==> config.mk <==
export PLATFORM = sky130hd
export DESIGN_NAME = tmc_device_flat
export DESIGN_NICKNAME = d
export VERILOG_FILES = /design/src/tmc_pkg.sv /design/src/tmc_if.sv /design/src/tmc_device.sv /design/src/flat_wrapper.sv
export SDC_FILE = /design/constraint.sdc
export NUM_CORES = 1
export LEC_CHECK = 0
export ABC_AREA = 1
export BUFFER_PORTS_ARGS = -buffer_cell sky130_fd_sc_hd__buf_4
export CORE_MARGIN = 3
export CORE_UTILIZATION = 24
export DETAILED_ROUTE_END_ITERATION = 8
export GPL_ROUTABILITY_DRIVEN = 1
export PLACE_DENSITY = 0.35
export SLEW_MARGIN = 20
export SYNTH_ARGS = -nofsm -noshare
export SYNTH_HDL_FRONTEND = slang
export SYNTH_SLANG_ARGS = --single-unit
==> constraint.sdc <==
create_clock -name CLK -period 3.1 [get_ports CLK]
set_input_delay 0.31 -clock CLK [delete_from_list [all_inputs] [get_ports CLK]]
set_output_delay 0.31 -clock CLK [all_outputs]
set_load 0.02 [all_outputs]
==> src/tmc_pkg.sv <==
// package of the transceiver mode controller: states, timings, host register map
// assumes a single 50 MHz clock shared by both ends of the link
package tmc_pkg;

   // ***************************************************************
   // clock and timing
   // ***************************************************************
   localparam int unsigned CLK_PERIOD_NS = 20;
   // delays in their own unit (ns); values are plain defaults
   localparam int unsigned SLEEP_DELAY_NS   = 50000;
   localparam int unsigned STARTUP_DELAY_NS = 40000;
   localparam int unsigned SILENCE_NS       = 1000000;
   localparam int unsigned UV_SLEEP_NS      = 200000000;
   // least times round up to whole cycles
   localparam int unsigned SLEEP_CYC   = (SLEEP_DELAY_NS + CLK_PERIOD_NS - 1) / CLK_PERIOD_NS;
   localparam int unsigned STARTUP_CYC = (STARTUP_DELAY_NS + CLK_PERIOD_NS - 1) / CLK_PERIOD_NS;
   localparam int unsigned SILENCE_CYC = (SILENCE_NS + CLK_PERIOD_NS - 1) / CLK_PERIOD_NS;
   localparam int unsigned UV_SLP_CYC  = (UV_SLEEP_NS + CLK_PERIOD_NS - 1) / CLK_PERIOD_NS;
   localparam int unsigned CNT_W       = 32;

   // ***************************************************************
   // operating modes, one-hot
   // ***************************************************************
   typedef enum logic [4:0] {
      TMC_OFF      = 5'h01,
      TMC_STANDBY  = 5'h02,
      TMC_NORMAL   = 5'h04,
      TMC_SLEEP    = 5'h08,
      TMC_OVERTEMP = 5'h10
   } tmc_mode_t;

   // ***************************************************************
   // host register map (AHB-Lite, one word each)
   // ***************************************************************
   localparam logic [31:0] TMC_CTRL_ADDR   = 32'h0000_0000;
   localparam logic [31:0] TMC_STATUS_ADDR = 32'h0000_0004;
   localparam int unsigned TMC_ADDR_W      = 4;
   localparam int unsigned CTRL_NORMAL_BIT = 0;
   localparam int unsigned STAT_RX_BIT     = 0;
   localparam int unsigned STAT_WAKE_BIT   = 1;
   localparam logic        CTRL_RESET      = 1'b0;
   localparam logic [1:0]  HTRANS_NONSEQ   = 2'b10;

endpackage : tmc_pkg

==> src/tmc_if.sv <==
// link between the host controller and the mode controller
// assumes both ends on the same clock; pins are plain logic levels
`timescale 1ns/10ps
interface tmc_if;
   logic sleep_request_low;   // host drives; low asks for standby/sleep
   logic rx_out;              // device drives; low flags pending wake or bus data
   modport dev  (input sleep_request_low, output rx_out);
   modport host (output sleep_request_low, input rx_out);
endinterface : tmc_if

==> src/tmc_device.sv <==
// operating-mode state machine of a bus transceiver with integrated regulator
// assumes comparator results and wake detections arrive as synchronous levels
//
// Function
// exactly five modes: normal standby sleep overtemp off
// standby to normal on sleep_request_low high, io ok
// normal to standby when sleep_request_low goes low
// normal to standby on io undervoltage
// normal to overtemp at once on trip
// any mode to off below power-off threshold
// entering normal clears all pending wakes
// standby: no data, inhibit active, watch wake
// standby bias ground after silence, mid when active
// standby/sleep: rx low once wake detected
// sleep to standby on wake or request
// sleep like standby, inhibit floats, no overtemp
// standby to sleep after sleep delay, none pending
// host clears pending wakes only via normal
// long io undervoltage forces sleep, clears wakes
// off: power-on detect, standby after startup delay
// off to standby drives rx low
// off: bus pins float, no load
// overtemp: all off, inhibit held, keep signalling
// overtemp to standby on release, off on battery
// standby regulator on wake or request, silence timeout; here a bus wake only, a local wake leaves it off
// rx stays low from off exit to normal
// digital comparator inputs, parameterised delay counters
// pending latches per cause, rx is their or
//
// The AHB-Lite slave port and the register addresses were decided locally.
`timescale 1ns/10ps
module tmc_device
   import tmc_pkg::*;
#(
   parameter int unsigned SILENCE_CYCLES = tmc_pkg::SILENCE_CYC,
   parameter int unsigned UV_SLP_CYCLES  = tmc_pkg::UV_SLP_CYC
) (
   input  wire logic             CLK,
   input  wire logic             NRST,
   tmc_if.dev                    LINK,
   input  wire logic             POWER_ON_ABOVE,
   input  wire logic             POWER_OFF_BELOW,
   input  wire logic             IO_UNDERVOLTAGE,
   input  wire logic             OVERTEMP_TRIP,
   input  wire logic             OVERTEMP_RELEASE,
   input  wire logic             BUS_ACTIVITY,
   input  wire logic             BUS_WAKE_PATTERN,
   input  wire logic             LOCAL_WAKE_PIN,
   input  wire logic             RX_BUS_DATA,
   output tmc_pkg::tmc_mode_t    MODE,
   output logic                  REGULATOR_ON,
   output logic                  REGULATOR_SWITCH_O,
   output logic                  REGULATOR_SWITCH_OE,
   output logic                  TX_ENABLE,
   output logic                  RX_ENABLE,
   output logic                  BIAS_MID,
   output logic                  BIAS_GND,
   output logic                  BUS_FLOAT
);
   import tmc_pkg::*;

   // ***************************************************************
   // state and counters
   // ***************************************************************
   tmc_mode_t        mode_q, mode_d;
   logic [CNT_W-1:0] sleep_cnt_q, startup_cnt_q, silence_cnt_q, uv_cnt_q, reg_cnt_q;
   logic             pend_pon_q, pend_bus_q, pend_loc_q;
   logic             wake_prev_q;
   logic             reg_q;
   logic             inh_q;
   logic             rx_q;

   wire in_off      = (mode_q == TMC_OFF);
   wire in_standby  = (mode_q == TMC_STANDBY);
   wire in_normal   = (mode_q == TMC_NORMAL);
   wire in_sleep    = (mode_q == TMC_SLEEP);
   wire in_ot       = (mode_q == TMC_OVERTEMP);
   wire sleep_req   = LINK.sleep_request_low;   // pin high selects normal, low standby/sleep
   wire io_ok       = ~IO_UNDERVOLTAGE;

   // wake detection only in standby and sleep; overtemp and off see none
   wire wake_window = in_standby | in_sleep;
   wire local_edge  = wake_window & (LOCAL_WAKE_PIN ^ wake_prev_q);
   wire bus_wake    = wake_window & BUS_WAKE_PATTERN;
   wire any_pending = pend_pon_q | pend_bus_q | pend_loc_q;

   // delay expiries; counters saturate so an expiry stays set until its counter clears
   wire sleep_done   = (sleep_cnt_q   >= CNT_W'(SLEEP_CYC - 1));
   wire startup_done = (startup_cnt_q >= CNT_W'(STARTUP_CYC - 1));
   wire bus_silent   = (silence_cnt_q >= CNT_W'(SILENCE_CYCLES - 1));
   wire reg_timeout  = (reg_cnt_q     >= CNT_W'(SILENCE_CYCLES - 1));
   wire uv_force     = IO_UNDERVOLTAGE & ~in_off & ~in_ot
                       & (uv_cnt_q == CNT_W'(UV_SLP_CYCLES - 1));
   wire enter_normal = (mode_d == TMC_NORMAL) & ~in_normal;
   wire pend_clear   = enter_normal | uv_force;
   wire off_exit     = in_off & (mode_d == TMC_STANDBY);

   // ***************************************************************
   // next-mode selection; battery loss overrides everything
   // ***************************************************************
   always_comb begin
      mode_d = mode_q;
      if (POWER_OFF_BELOW) begin
         mode_d = TMC_OFF;
      end else begin
         unique case (mode_q)
            TMC_OFF: begin
               if (POWER_ON_ABOVE && startup_done) begin
                  mode_d = TMC_STANDBY;
               end
            end
            TMC_NORMAL: begin
               if (OVERTEMP_TRIP) begin
                  mode_d = TMC_OVERTEMP;
               end else if (!sleep_req) begin
                  mode_d = TMC_STANDBY;
               end else if (!io_ok) begin
                  mode_d = TMC_STANDBY;
               end
            end
            TMC_STANDBY: begin
               if (uv_force) begin
                  mode_d = TMC_SLEEP;
               end else if (sleep_req && io_ok) begin
                  mode_d = TMC_NORMAL;
               end else if (!sleep_req && sleep_done && !any_pending) begin
                  mode_d = TMC_SLEEP;
               end
            end
            TMC_SLEEP: begin
               // temperature is not watched here
               if (local_edge || bus_wake || (sleep_req && io_ok)) begin
                  mode_d = TMC_STANDBY;
               end
            end
            TMC_OVERTEMP: begin
               if (OVERTEMP_RELEASE) begin
                  mode_d = TMC_STANDBY;
               end
            end
         endcase
      end
   end

   // ***************************************************************
   // mode register
   // ***************************************************************
   always_ff @(posedge CLK or negedge NRST) begin
      if (!NRST) mode_q <= TMC_OFF;
      else       mode_q <= mode_d;
   end

   // ***************************************************************
   // delay counters, all on the free-running clock
   // ***************************************************************
   // sleep delay runs only while standby holds the low request
   always_ff @(posedge CLK or negedge NRST) begin
      if (!NRST) begin
         sleep_cnt_q <= '0;
         startup_cnt_q <= '0;
      end else begin
         sleep_cnt_q <= (in_standby && !sleep_req) ? (sleep_done ? sleep_cnt_q : sleep_cnt_q + 1'b1)
                                                   : '0;
         startup_cnt_q <= (in_off && POWER_ON_ABOVE) ? (startup_done ? startup_cnt_q
                                                       : startup_cnt_q + 1'b1) : '0;
      end
   end

   // bus silence and io undervoltage persistence
   always_ff @(posedge CLK or negedge NRST) begin
      if (!NRST) begin
         silence_cnt_q <= '0;
         uv_cnt_q <= '0;
      end else begin
         silence_cnt_q <= BUS_ACTIVITY ? '0 : (bus_silent ? silence_cnt_q : silence_cnt_q + 1'b1);
         uv_cnt_q <= (IO_UNDERVOLTAGE && !in_off) ? ((uv_cnt_q == CNT_W'(UV_SLP_CYCLES - 1))
                     ? uv_cnt_q : uv_cnt_q + 1'b1) : '0;
      end
   end

   // ***************************************************************
   // regulator control in standby
   // ***************************************************************
   // a bus wake powers the regulator for one silence timeout; a request keeps it on
   always_ff @(posedge CLK or negedge NRST) begin
      if (!NRST) begin
         reg_q <= 1'b0;
         reg_cnt_q <= '0;
      end else if (!in_standby) begin
         reg_q <= 1'b0;
         reg_cnt_q <= '0;
      end else if (bus_wake || sleep_req) begin
         reg_q <= 1'b1;
         reg_cnt_q <= '0;
      end else if (reg_q) begin
         reg_q <= ~reg_timeout;
         reg_cnt_q <= reg_timeout ? reg_cnt_q : reg_cnt_q + 1'b1;
      end
   end

   // ***************************************************************
   // pending wake latches; a new detection beats a clear in the same cycle
   // ***************************************************************
   always_ff @(posedge CLK or negedge NRST) begin
      if (!NRST) begin
         pend_pon_q <= 1'b0;
         pend_bus_q <= 1'b0;
         pend_loc_q <= 1'b0;
         wake_prev_q <= 1'b0;
      end else begin
         pend_pon_q <= off_exit | (pend_pon_q & ~pend_clear);
         pend_bus_q <= bus_wake | (pend_bus_q & ~pend_clear);
         pend_loc_q <= local_edge | (pend_loc_q & ~pend_clear);
         wake_prev_q <= LOCAL_WAKE_PIN;
      end
   end

   // ***************************************************************
   // inhibit: active in standby/normal, floats in sleep/off, held in overtemp
   // ***************************************************************
   always_ff @(posedge CLK or negedge NRST) begin
      if (!NRST) inh_q <= 1'b0;
      else if (mode_d == TMC_STANDBY || mode_d == TMC_NORMAL) inh_q <= 1'b1;
      else if (mode_d == TMC_SLEEP || mode_d == TMC_OFF) inh_q <= 1'b0;
      // overtemp keeps whatever inhibit was
   end

   // ***************************************************************
   // receive output: bus data in normal, high in off, else low while anything pends
   // ***************************************************************
   always_ff @(posedge CLK or negedge NRST) begin
      if (!NRST) rx_q <= 1'b1;
      else if (mode_d == TMC_NORMAL) rx_q <= RX_BUS_DATA;
      else if (mode_d == TMC_OFF) rx_q <= 1'b1;
      else rx_q <= ~(any_pending | off_exit | bus_wake | local_edge);
   end

   // ***************************************************************
   // outputs
   // ***************************************************************
   assign LINK.rx_out         = rx_q;
   assign MODE                = mode_q;
   assign REGULATOR_ON        = in_normal | (in_standby & reg_q);
   assign REGULATOR_SWITCH_O  = 1'b1;
   assign REGULATOR_SWITCH_OE = inh_q;
   assign TX_ENABLE           = in_normal & io_ok;
   assign RX_ENABLE           = in_normal & io_ok;
   assign BUS_FLOAT           = in_off | in_ot;
   assign BIAS_GND            = wake_window & bus_silent;
   assign BIAS_MID            = in_normal | (wake_window & ~bus_silent);

endmodule : tmc_device

==> src/flat_wrapper.sv <==
// flat-port wrapper written by rule: the top's interface ports become plain ports
module tmc_device_flat import tmc_pkg::*;
#(
   parameter int unsigned SILENCE_CYCLES = tmc_pkg::SILENCE_CYC,
   parameter int unsigned UV_SLP_CYCLES  = tmc_pkg::UV_SLP_CYC
)
  (CLK, NRST, POWER_ON_ABOVE, POWER_OFF_BELOW, IO_UNDERVOLTAGE, OVERTEMP_TRIP, OVERTEMP_RELEASE, BUS_ACTIVITY, BUS_WAKE_PATTERN, LOCAL_WAKE_PIN, RX_BUS_DATA, MODE, REGULATOR_ON, REGULATOR_SWITCH_O, REGULATOR_SWITCH_OE, TX_ENABLE, RX_ENABLE, BIAS_MID, BIAS_GND, BUS_FLOAT, LINK_sleep_request_low, LINK_rx_out);
  tmc_if LINK_i ();
  input  wire logic CLK;
  input  wire logic NRST;
  input  wire logic POWER_ON_ABOVE;
  input  wire logic POWER_OFF_BELOW;
  input  wire logic IO_UNDERVOLTAGE;
  input  wire logic OVERTEMP_TRIP;
  input  wire logic OVERTEMP_RELEASE;
  input  wire logic BUS_ACTIVITY;
  input  wire logic BUS_WAKE_PATTERN;
  input  wire logic LOCAL_WAKE_PIN;
  input  wire logic RX_BUS_DATA;
  output tmc_pkg::tmc_mode_t MODE;
  output logic REGULATOR_ON;
  output logic REGULATOR_SWITCH_O;
  output logic REGULATOR_SWITCH_OE;
  output logic TX_ENABLE;
  output logic RX_ENABLE;
  output logic BIAS_MID;
  output logic BIAS_GND;
  output logic BUS_FLOAT;
  input wire logic [$bits(LINK_i.sleep_request_low)-1:0] LINK_sleep_request_low;
  output wire logic [$bits(LINK_i.rx_out)-1:0] LINK_rx_out;
  assign LINK_i.sleep_request_low = LINK_sleep_request_low;
  assign LINK_rx_out = LINK_i.rx_out;
  tmc_device #(.SILENCE_CYCLES(SILENCE_CYCLES), .UV_SLP_CYCLES(UV_SLP_CYCLES)) u_core (.CLK(CLK), .NRST(NRST), .LINK(LINK_i), .POWER_ON_ABOVE(POWER_ON_ABOVE), .POWER_OFF_BELOW(POWER_OFF_BELOW), .IO_UNDERVOLTAGE(IO_UNDERVOLTAGE), .OVERTEMP_TRIP(OVERTEMP_TRIP), .OVERTEMP_RELEASE(OVERTEMP_RELEASE), .BUS_ACTIVITY(BUS_ACTIVITY), .BUS_WAKE_PATTERN(BUS_WAKE_PATTERN), .LOCAL_WAKE_PIN(LOCAL_WAKE_PIN), .RX_BUS_DATA(RX_BUS_DATA), .MODE(MODE), .REGULATOR_ON(REGULATOR_ON), .REGULATOR_SWITCH_O(REGULATOR_SWITCH_O), .REGULATOR_SWITCH_OE(REGULATOR_SWITCH_OE), .TX_ENABLE(TX_ENABLE), .RX_ENABLE(RX_ENABLE), .BIAS_MID(BIAS_MID), .BIAS_GND(BIAS_GND), .BUS_FLOAT(BUS_FLOAT));
endmodule
After elaboration in Yosys (flattened, before gate mapping)

Index checks and enable logic that the tools add are counted.

Add/sub/neg operators: 5
Magnitude comparators: 4
Equality and inequality tests: 16
Mux-type cells: 30
Bitwise operators: 36
Reductions and logical operators: 17

Operators with widths:

| cell                    | number |
|---|---|
| $mux W32                | 12 |
| $add A32 B1 Y32 const B | 5 |
| $ge A32 B16 Y1 const B  | 2 |
| $mux W5                 | 10 |
| $eq A32 B24 Y1 const B  | 1 |
| $ge A32 B11 Y1 const B  | 1 |
| $ge A32 B12 Y1 const B  | 1 |
| $pmux W5 S5             | 1 |
| $and A1 B1 Y1           | 14 |
| $or A1 B1 Y1            | 13 |
| $eq A5 B1 Y1 const B    | 2 |
| $eq A5 B2 Y1 const B    | 2 |
| $eq A5 B3 Y1 const B    | 2 |
| $eq A5 B4 Y1 const B    | 2 |
| $ne A2 B2 Y1 const B    | 4 |
| $not A1 Y1              | 8 |
| $logic_and A1 B1 Y1     | 7 |
| $mux W1                 | 7 |
| $eq A5 B5 Y1 const B    | 1 |
| $logic_or A1 B1 Y1      | 5 |
| $logic_not A1 Y1        | 3 |
| $ne A3 B2 Y1 const B    | 1 |
| $ne A3 B3 Y1 const B    | 1 |
| $reduce_and A2 Y1       | 1 |
| 2 further kinds         | 2 |

Bits in registers: 172
Bits of input ports: 12
Output and inout bits: 14
Word-level logic and storage cells: 121

Depth between registers and ports, before layout

Word-level depth: 17
Gate-level depth with buffers: 17
Depth with buffers taken out: 17

Least setup slack after synthesis

OpenSTA, ideal clock, no wires.

Path type: register to register
From: register u_core.mode_q[1] (netlist: u_core.MODE[1])
To: register u_core.pend_pon_q
Library setup time: 0.118 ns
Data arrival time: 1.795 ns
Required time: 2.982 ns
Slack: 1.187 ns
Stages on the path, launching flop included: 14
Buffers on the path: 0
Period minus slack after synthesis: 1.913 ns
Cell sequence: dfrtp_1 -> nor2_2 -> nand3_2 -> nand2_2 -> nor2_4 -> nor3_2 -> nand2_1 -> o21bai_4 -> nand2_2 -> nand3_4 -> nor2_4 -> nand2_2 -> nand3_1 -> nand2_1

Cells in the longest elaborated chain, start to end: 14
Elaborated cells between the ends (all ways): 35
Classes of those cells: eq/ne (7); mux (11); bitwise (15); reduce/logical (2)

RTL lines:

| item                                                | line                                                 | text |
|---|---|---|
| start, declared                                     | tmc_device.sv:65                                     | `tmc_mode_t mode_q, mode_d;` |
| start signal, assigned                              | tmc_device.sv:150                                    | `else mode_q <= mode_d;` |
| $eq A5 B1 Y1 (tied with other cells)                | tmc_device.sv:73, tmc_device.sv:106                  |  |
| $not A1 Y1 or $or A1 B1 Y1 (tied branches)          | tmc_device.sv:92, tmc_device.sv:82                   |  |
| $and A1 B1 Y1, on equally long branches             | tmc_device.sv:92, tmc_device.sv:83, tmc_device.sv:84 |  |
| $and A1 B1 Y1 or $logic_or A1 B1 Y1 (tied branches) | tmc_device.sv:92, tmc_device.sv:132                  |  |
| $and A1 B1 Y1 or $logic_or A1 B1 Y1 (tied branches) | tmc_device.sv:93, tmc_device.sv:132                  |  |
| $mux W5, on equally long branches                   | tmc_device.sv:122, tmc_device.sv:132                 |  |
| $pmux W5 S5                                         | tmc_device.sv:106                                    | `unique case (mode_q)` |
| $mux W5                                             | tmc_device.sv:103                                    | `if (POWER_OFF_BELOW) begin` |
| $eq A5 B3 Y1                                        | tmc_device.sv:94                                     | `wire enter_normal = (mode_d == TMC_NORMAL) & ~in_normal;` |
| $and A1 B1 Y1                                       | tmc_device.sv:94                                     |  |
| $or A1 B1 Y1                                        | tmc_device.sv:95                                     | `wire pend_clear = enter_normal \| uv_force;` |
| $not A1 Y1                                          | tmc_device.sv:211                                    | `pend_pon_q <= off_exit \| (pend_pon_q & ~pend_clear);` |
| $and A1 B1 Y1                                       | tmc_device.sv:211                                    |  |
| $or A1 B1 Y1 (*)                                    | tmc_device.sv:211                                    |  |
| end signal, assigned                                | tmc_device.sv:211                                    |  |
| end, declared                                       | tmc_device.sv:67                                     | `logic pend_pon_q, pend_bus_q, pend_loc_q;` |

Mark *: on every way between the ends. The rest lies on a longest branch, timed or not.
A chain may end at the register's enable or synchronous reset.

Final worst setup path

From: register u_core.silence_cnt_q[0]
To: output port BIAS_MID

Cells in the longest elaborated chain, start to end: 4

RTL lines:

| item                   | line               | text |
|---|---|---|
| start, declared        | tmc_device.sv:66   | `logic [CNT_W-1:0] sleep_cnt_q, startup_cnt_q, silence_cnt_q, uv_cnt_q, reg_cnt_q;` |
| start signal, assigned | tmc_device.sv:175  | `silence_cnt_q <= BUS_ACTIVITY ? '0 : (bus_silent ? silence_cnt_q : silence_cnt_q + 1'b1);` |
| $ge A32 B16 Y1         | tmc_device.sv:90   | `wire bus_silent = (silence_cnt_q >= CNT_W'(SILENCE_CYCLES - 1));` |
| $not A1 Y1             | tmc_device.sv:250  | `assign BIAS_MID = in_normal \| (wake_window & ~bus_silent);` |
| $and A1 B1 Y1          | tmc_device.sv:250  |  |
| $or A1 B1 Y1           | tmc_device.sv:250  |  |
| end, declared          | flat_wrapper.sv:26 | `output logic BIAS_MID;` |

No other way between the ends.

==> impl_metrics.toml <==
[run_status]
status = "finished with violations"
violations = "hold timing"

[placed_design]
dp_hpwl_um = 13130
placed_cells = 1454
gp_congestion = 0.7403
portBuffers = 24

[timing]
timing.final.crit_share_pct = 78.72
rsz0062_at_grt = "false"
fin_setup_tns_ps = 0
drv_slew = 0
finClkSkew_ps = 8.616
period_needed_ps = 2440
slew_headroom_pct = 44.34
finalSetupViolCount = 0
clock.fmax_mhz = 409.8
holdWs_ps = -71.11
hold_violations = 25
worst_pin_slew_ps = 835.0

[cells_and_area]
ff_latch_area_um2 = 4307
multi_input_area_um2 = 3189
layoutNonFillerInstCount = 1486
diodes = 0
area_delta_synth_final_pct = 16.88
layout-drive-gt1-share_pct = 12.72
fillers = 3585
nNetsFinal = 1043

[clock_network]
post_cts_buffers = 0
clk_path_buf_depth = 2
cts_root_buffer = "clkbuf_16"
clock_sinks = 172
hold_buffers = 1
cts_tree = "done"
cts_buffers = 17
cts.clk_slew.worst_paths_ps = 60
insertion_delay_ps = 430
htreeDepth = 4
cts_resized = 0

[yosys]
synthXorXnorAreaFrac_pct = 1.375
synthTopCellsByCount = "inv_1 (174), dfrtp_1 (170), nor2_1 (158)"
synth_compound_area_share_pct = 9.654
yosysSeqAreaShare_pct = 52.00
synth_edf_count = 0
post-synth-top-area-fraction_pct = 51.37
syn_area_per_cell_um2 = 8.357
syn_nets = 1008
synthTopCellsByArea = "dfrtp_1 (51%), inv_1 (7.9%), nor2_1 (7.2%), nand2_1 (5.7%), a21oi_1 (3.8%)"
synth_seq_cells = 172
yosys_warnings = 0
synth_most_common_cell = "inv_1"
muxShareOfSynthArea_pct = 0.2719
syn_area_um2 = 8282
ys.flop_type = "dfrtp_1"
synth.largest_area_cell = "dfrtp_1"
yosys.area_share.simple_pct = 26.41
async_flop_share_pct = 100.0
netlist_instances = 991
synthAdderAreaFrac_pct = 0.7554
synth_top_family_by_area = "simple AND/OR/NAND/NOR gates"
ys_types = 51

[global_routing]
top_usage_layer = "met2"
grt_util_all_layers_pct = 10.94
overflow = 0
grt_pass1_wl_um = 32210
met2_usage_pct = 17.57
grt_max_degree = 93
gr-usage-met1_pct = 14.66
grt_pass1_vias = 6322
met3_usage_pct = 3.139
antenna_found_initial = 0

[job]
drv_cap = 0

[critical_path]
critical_path.max_stage_delay_ps = 390
slowest_stage = "dfrtp_1"
worstPathArrival_ps = 2130
worstPathMaxFanout = 12
crit_chain = "ha_1 -> nand3_1 -> a21oi_1 -> o21ai_0 -> a21oi_1 -> nor2_1 -> buf_4 -> nand2_1 -> nand2_1 -> buf_4"
path_delay_family = "flip-flops"
setup.worst_path.start_class = "register"
crit_type = "register to output pin"
crit_buf_inv = 2
critical_path.endpoint_type = "output pin"
crit_required_ps = 2790

[detailed_routing]
totalWireLength_um = 18920
drtPass1Iterations = 5
initialDrtViolationCount = 262
num_vias = 6167
vias_per_cell = 4.150
wl_per_cell_um = 12.73
antenna_left = 0
drc = 0

[floorplan]
initial_core_util_pct = 24.51
die-area_um2 = 36770
die_h_um = 191.8
num_rows = 67
design.core.area_um2 = 33780
io_pins = 26
die_w_um = 191.8

[power_and_ir_drop]
p_per_area_nw_per_um2 = 497.4
p_leak_nw = 4.252
peakVddDrop_mv = 0.3701

[worst_hold_path]
hp-class = "input pin to asynchronous set/reset pin"
==> placed cells by master (no fill, tap or decap), drive strengths merged, types with 2 or more instances in the layout <==
cell,n
dfrtp,170
inv,185
clkinvlp,2
a211oi,5
dfstp,2
a21oi,65
ha,5
and3,4
o22ai,9
nand3b,3
nand2,137
xnor2,3
buf,31
nor4,15
xor2,10
o21ai,50
nand4,18
nor3,39
bufinv,5
clkinv,6
clkbuf,21
a31oi,4
nor2,178
nand3,60
==> per-layer routing <==
metal	share of wire (%)	vias up
met5	0	-
met4	0.79	0
met3	3.2	5
met2	45	47
met1	51	2880
li1	-	3235
==> worst paths after layout <==
check	depth (start not counted)	slack, ps	startpoint	to
max in group asynchronous	2	2350	NRST	u_core.reg_cnt_q[9]
hold reg to reg	2	490	u_core.silence_cnt_q[20]	u_core.silence_cnt_q[20]
setup reg to reg	11	860	u_core.startup_cnt_q[0]	u_core.startup_cnt_q[9]
setup / recovery	10	660	u_core.silence_cnt_q[0]	BIAS_MID
hold / removal	1	-70	NRST	u_core.uv_cnt_q[26]
min in group CLK	3	140	BUS_WAKE_PATTERN	u_core.pend_bus_q
==> flip-flops by register name, summed over array words and instances (netlist names) <==
name	flops
u_core.reg_q	1
u_core.pend_bus_q	1
u_core.wake_prev_q	1
u_core.MODE	5
u_core.silence_cnt_q	32
u_core.sleep_cnt_q	32
u_core.REGULATOR_SWITCH_OE	1
u_core.startup_cnt_q	32
u_core.reg_cnt_q	32
u_core.uv_cnt_q	32
u_core.pend_pon_q	1
u_core.pend_loc_q	1
u_core.LINK.rx_out	1
==> area by class of cell <==
| class | count | area share, % |
|---|---|---|
| Sequential cell | 172 | 44.49 |
| Multi-Input combinational cell | 615 | 32.95 |
| Inverter | 187 | 7.252 |
| Tap cell | 448 | 5.791 |
| Clock buffer | 20 | 4.615 |
| Timing Repair Buffer | 33 | 2.908 |
| Clock inverter | 11 | 1.991 |
==> through the flow <==
step	util (%)	worst slack [ps]	cell area, um^2	power [W]	hold slack (ps)
2_1_floorplan	-	1187	8282	0.002407	14.41
3_3_place_gp	26.73	854.8	9030	0.002503	456.3
3_5_place_dp	26.73	843.2	9030	0.002502	457.7
4_1_cts	28.65	593.9	9679	0.004933	2.716
5_1_grt	28.65	417.6	9679	0.005046	17.60
6_report	28.65	659.6	9679	0.004815	-71.11
==> power by group <==
group / internal (W) / switching, W / total (W)
registers: 0.00227 / 0.0000274 / 0.00230
logic: 0.0000487 / 0.000105 / 0.000154
clock network: 0.00145 / 0.000913 / 0.00236
==> kinds of logic (layout without fill, tap and decap cells) <==
| family | Yosys count | in the layout |
|---|---|---|
| DFF | 172 | 172 |
| AOI/OAI and AO/OA | 139 | 139 |
| muxes | 1 | 1 |
| xor gates and xnor gates | 13 | 13 |
| and+or+nand+nor | 456 | 456 |
| adders and majority gates | 5 | 5 |
| other | 1 | 1 |
| buffers and inverters | 204 | 251 |
Note: power is estimated with default switching activity, not from simulation.
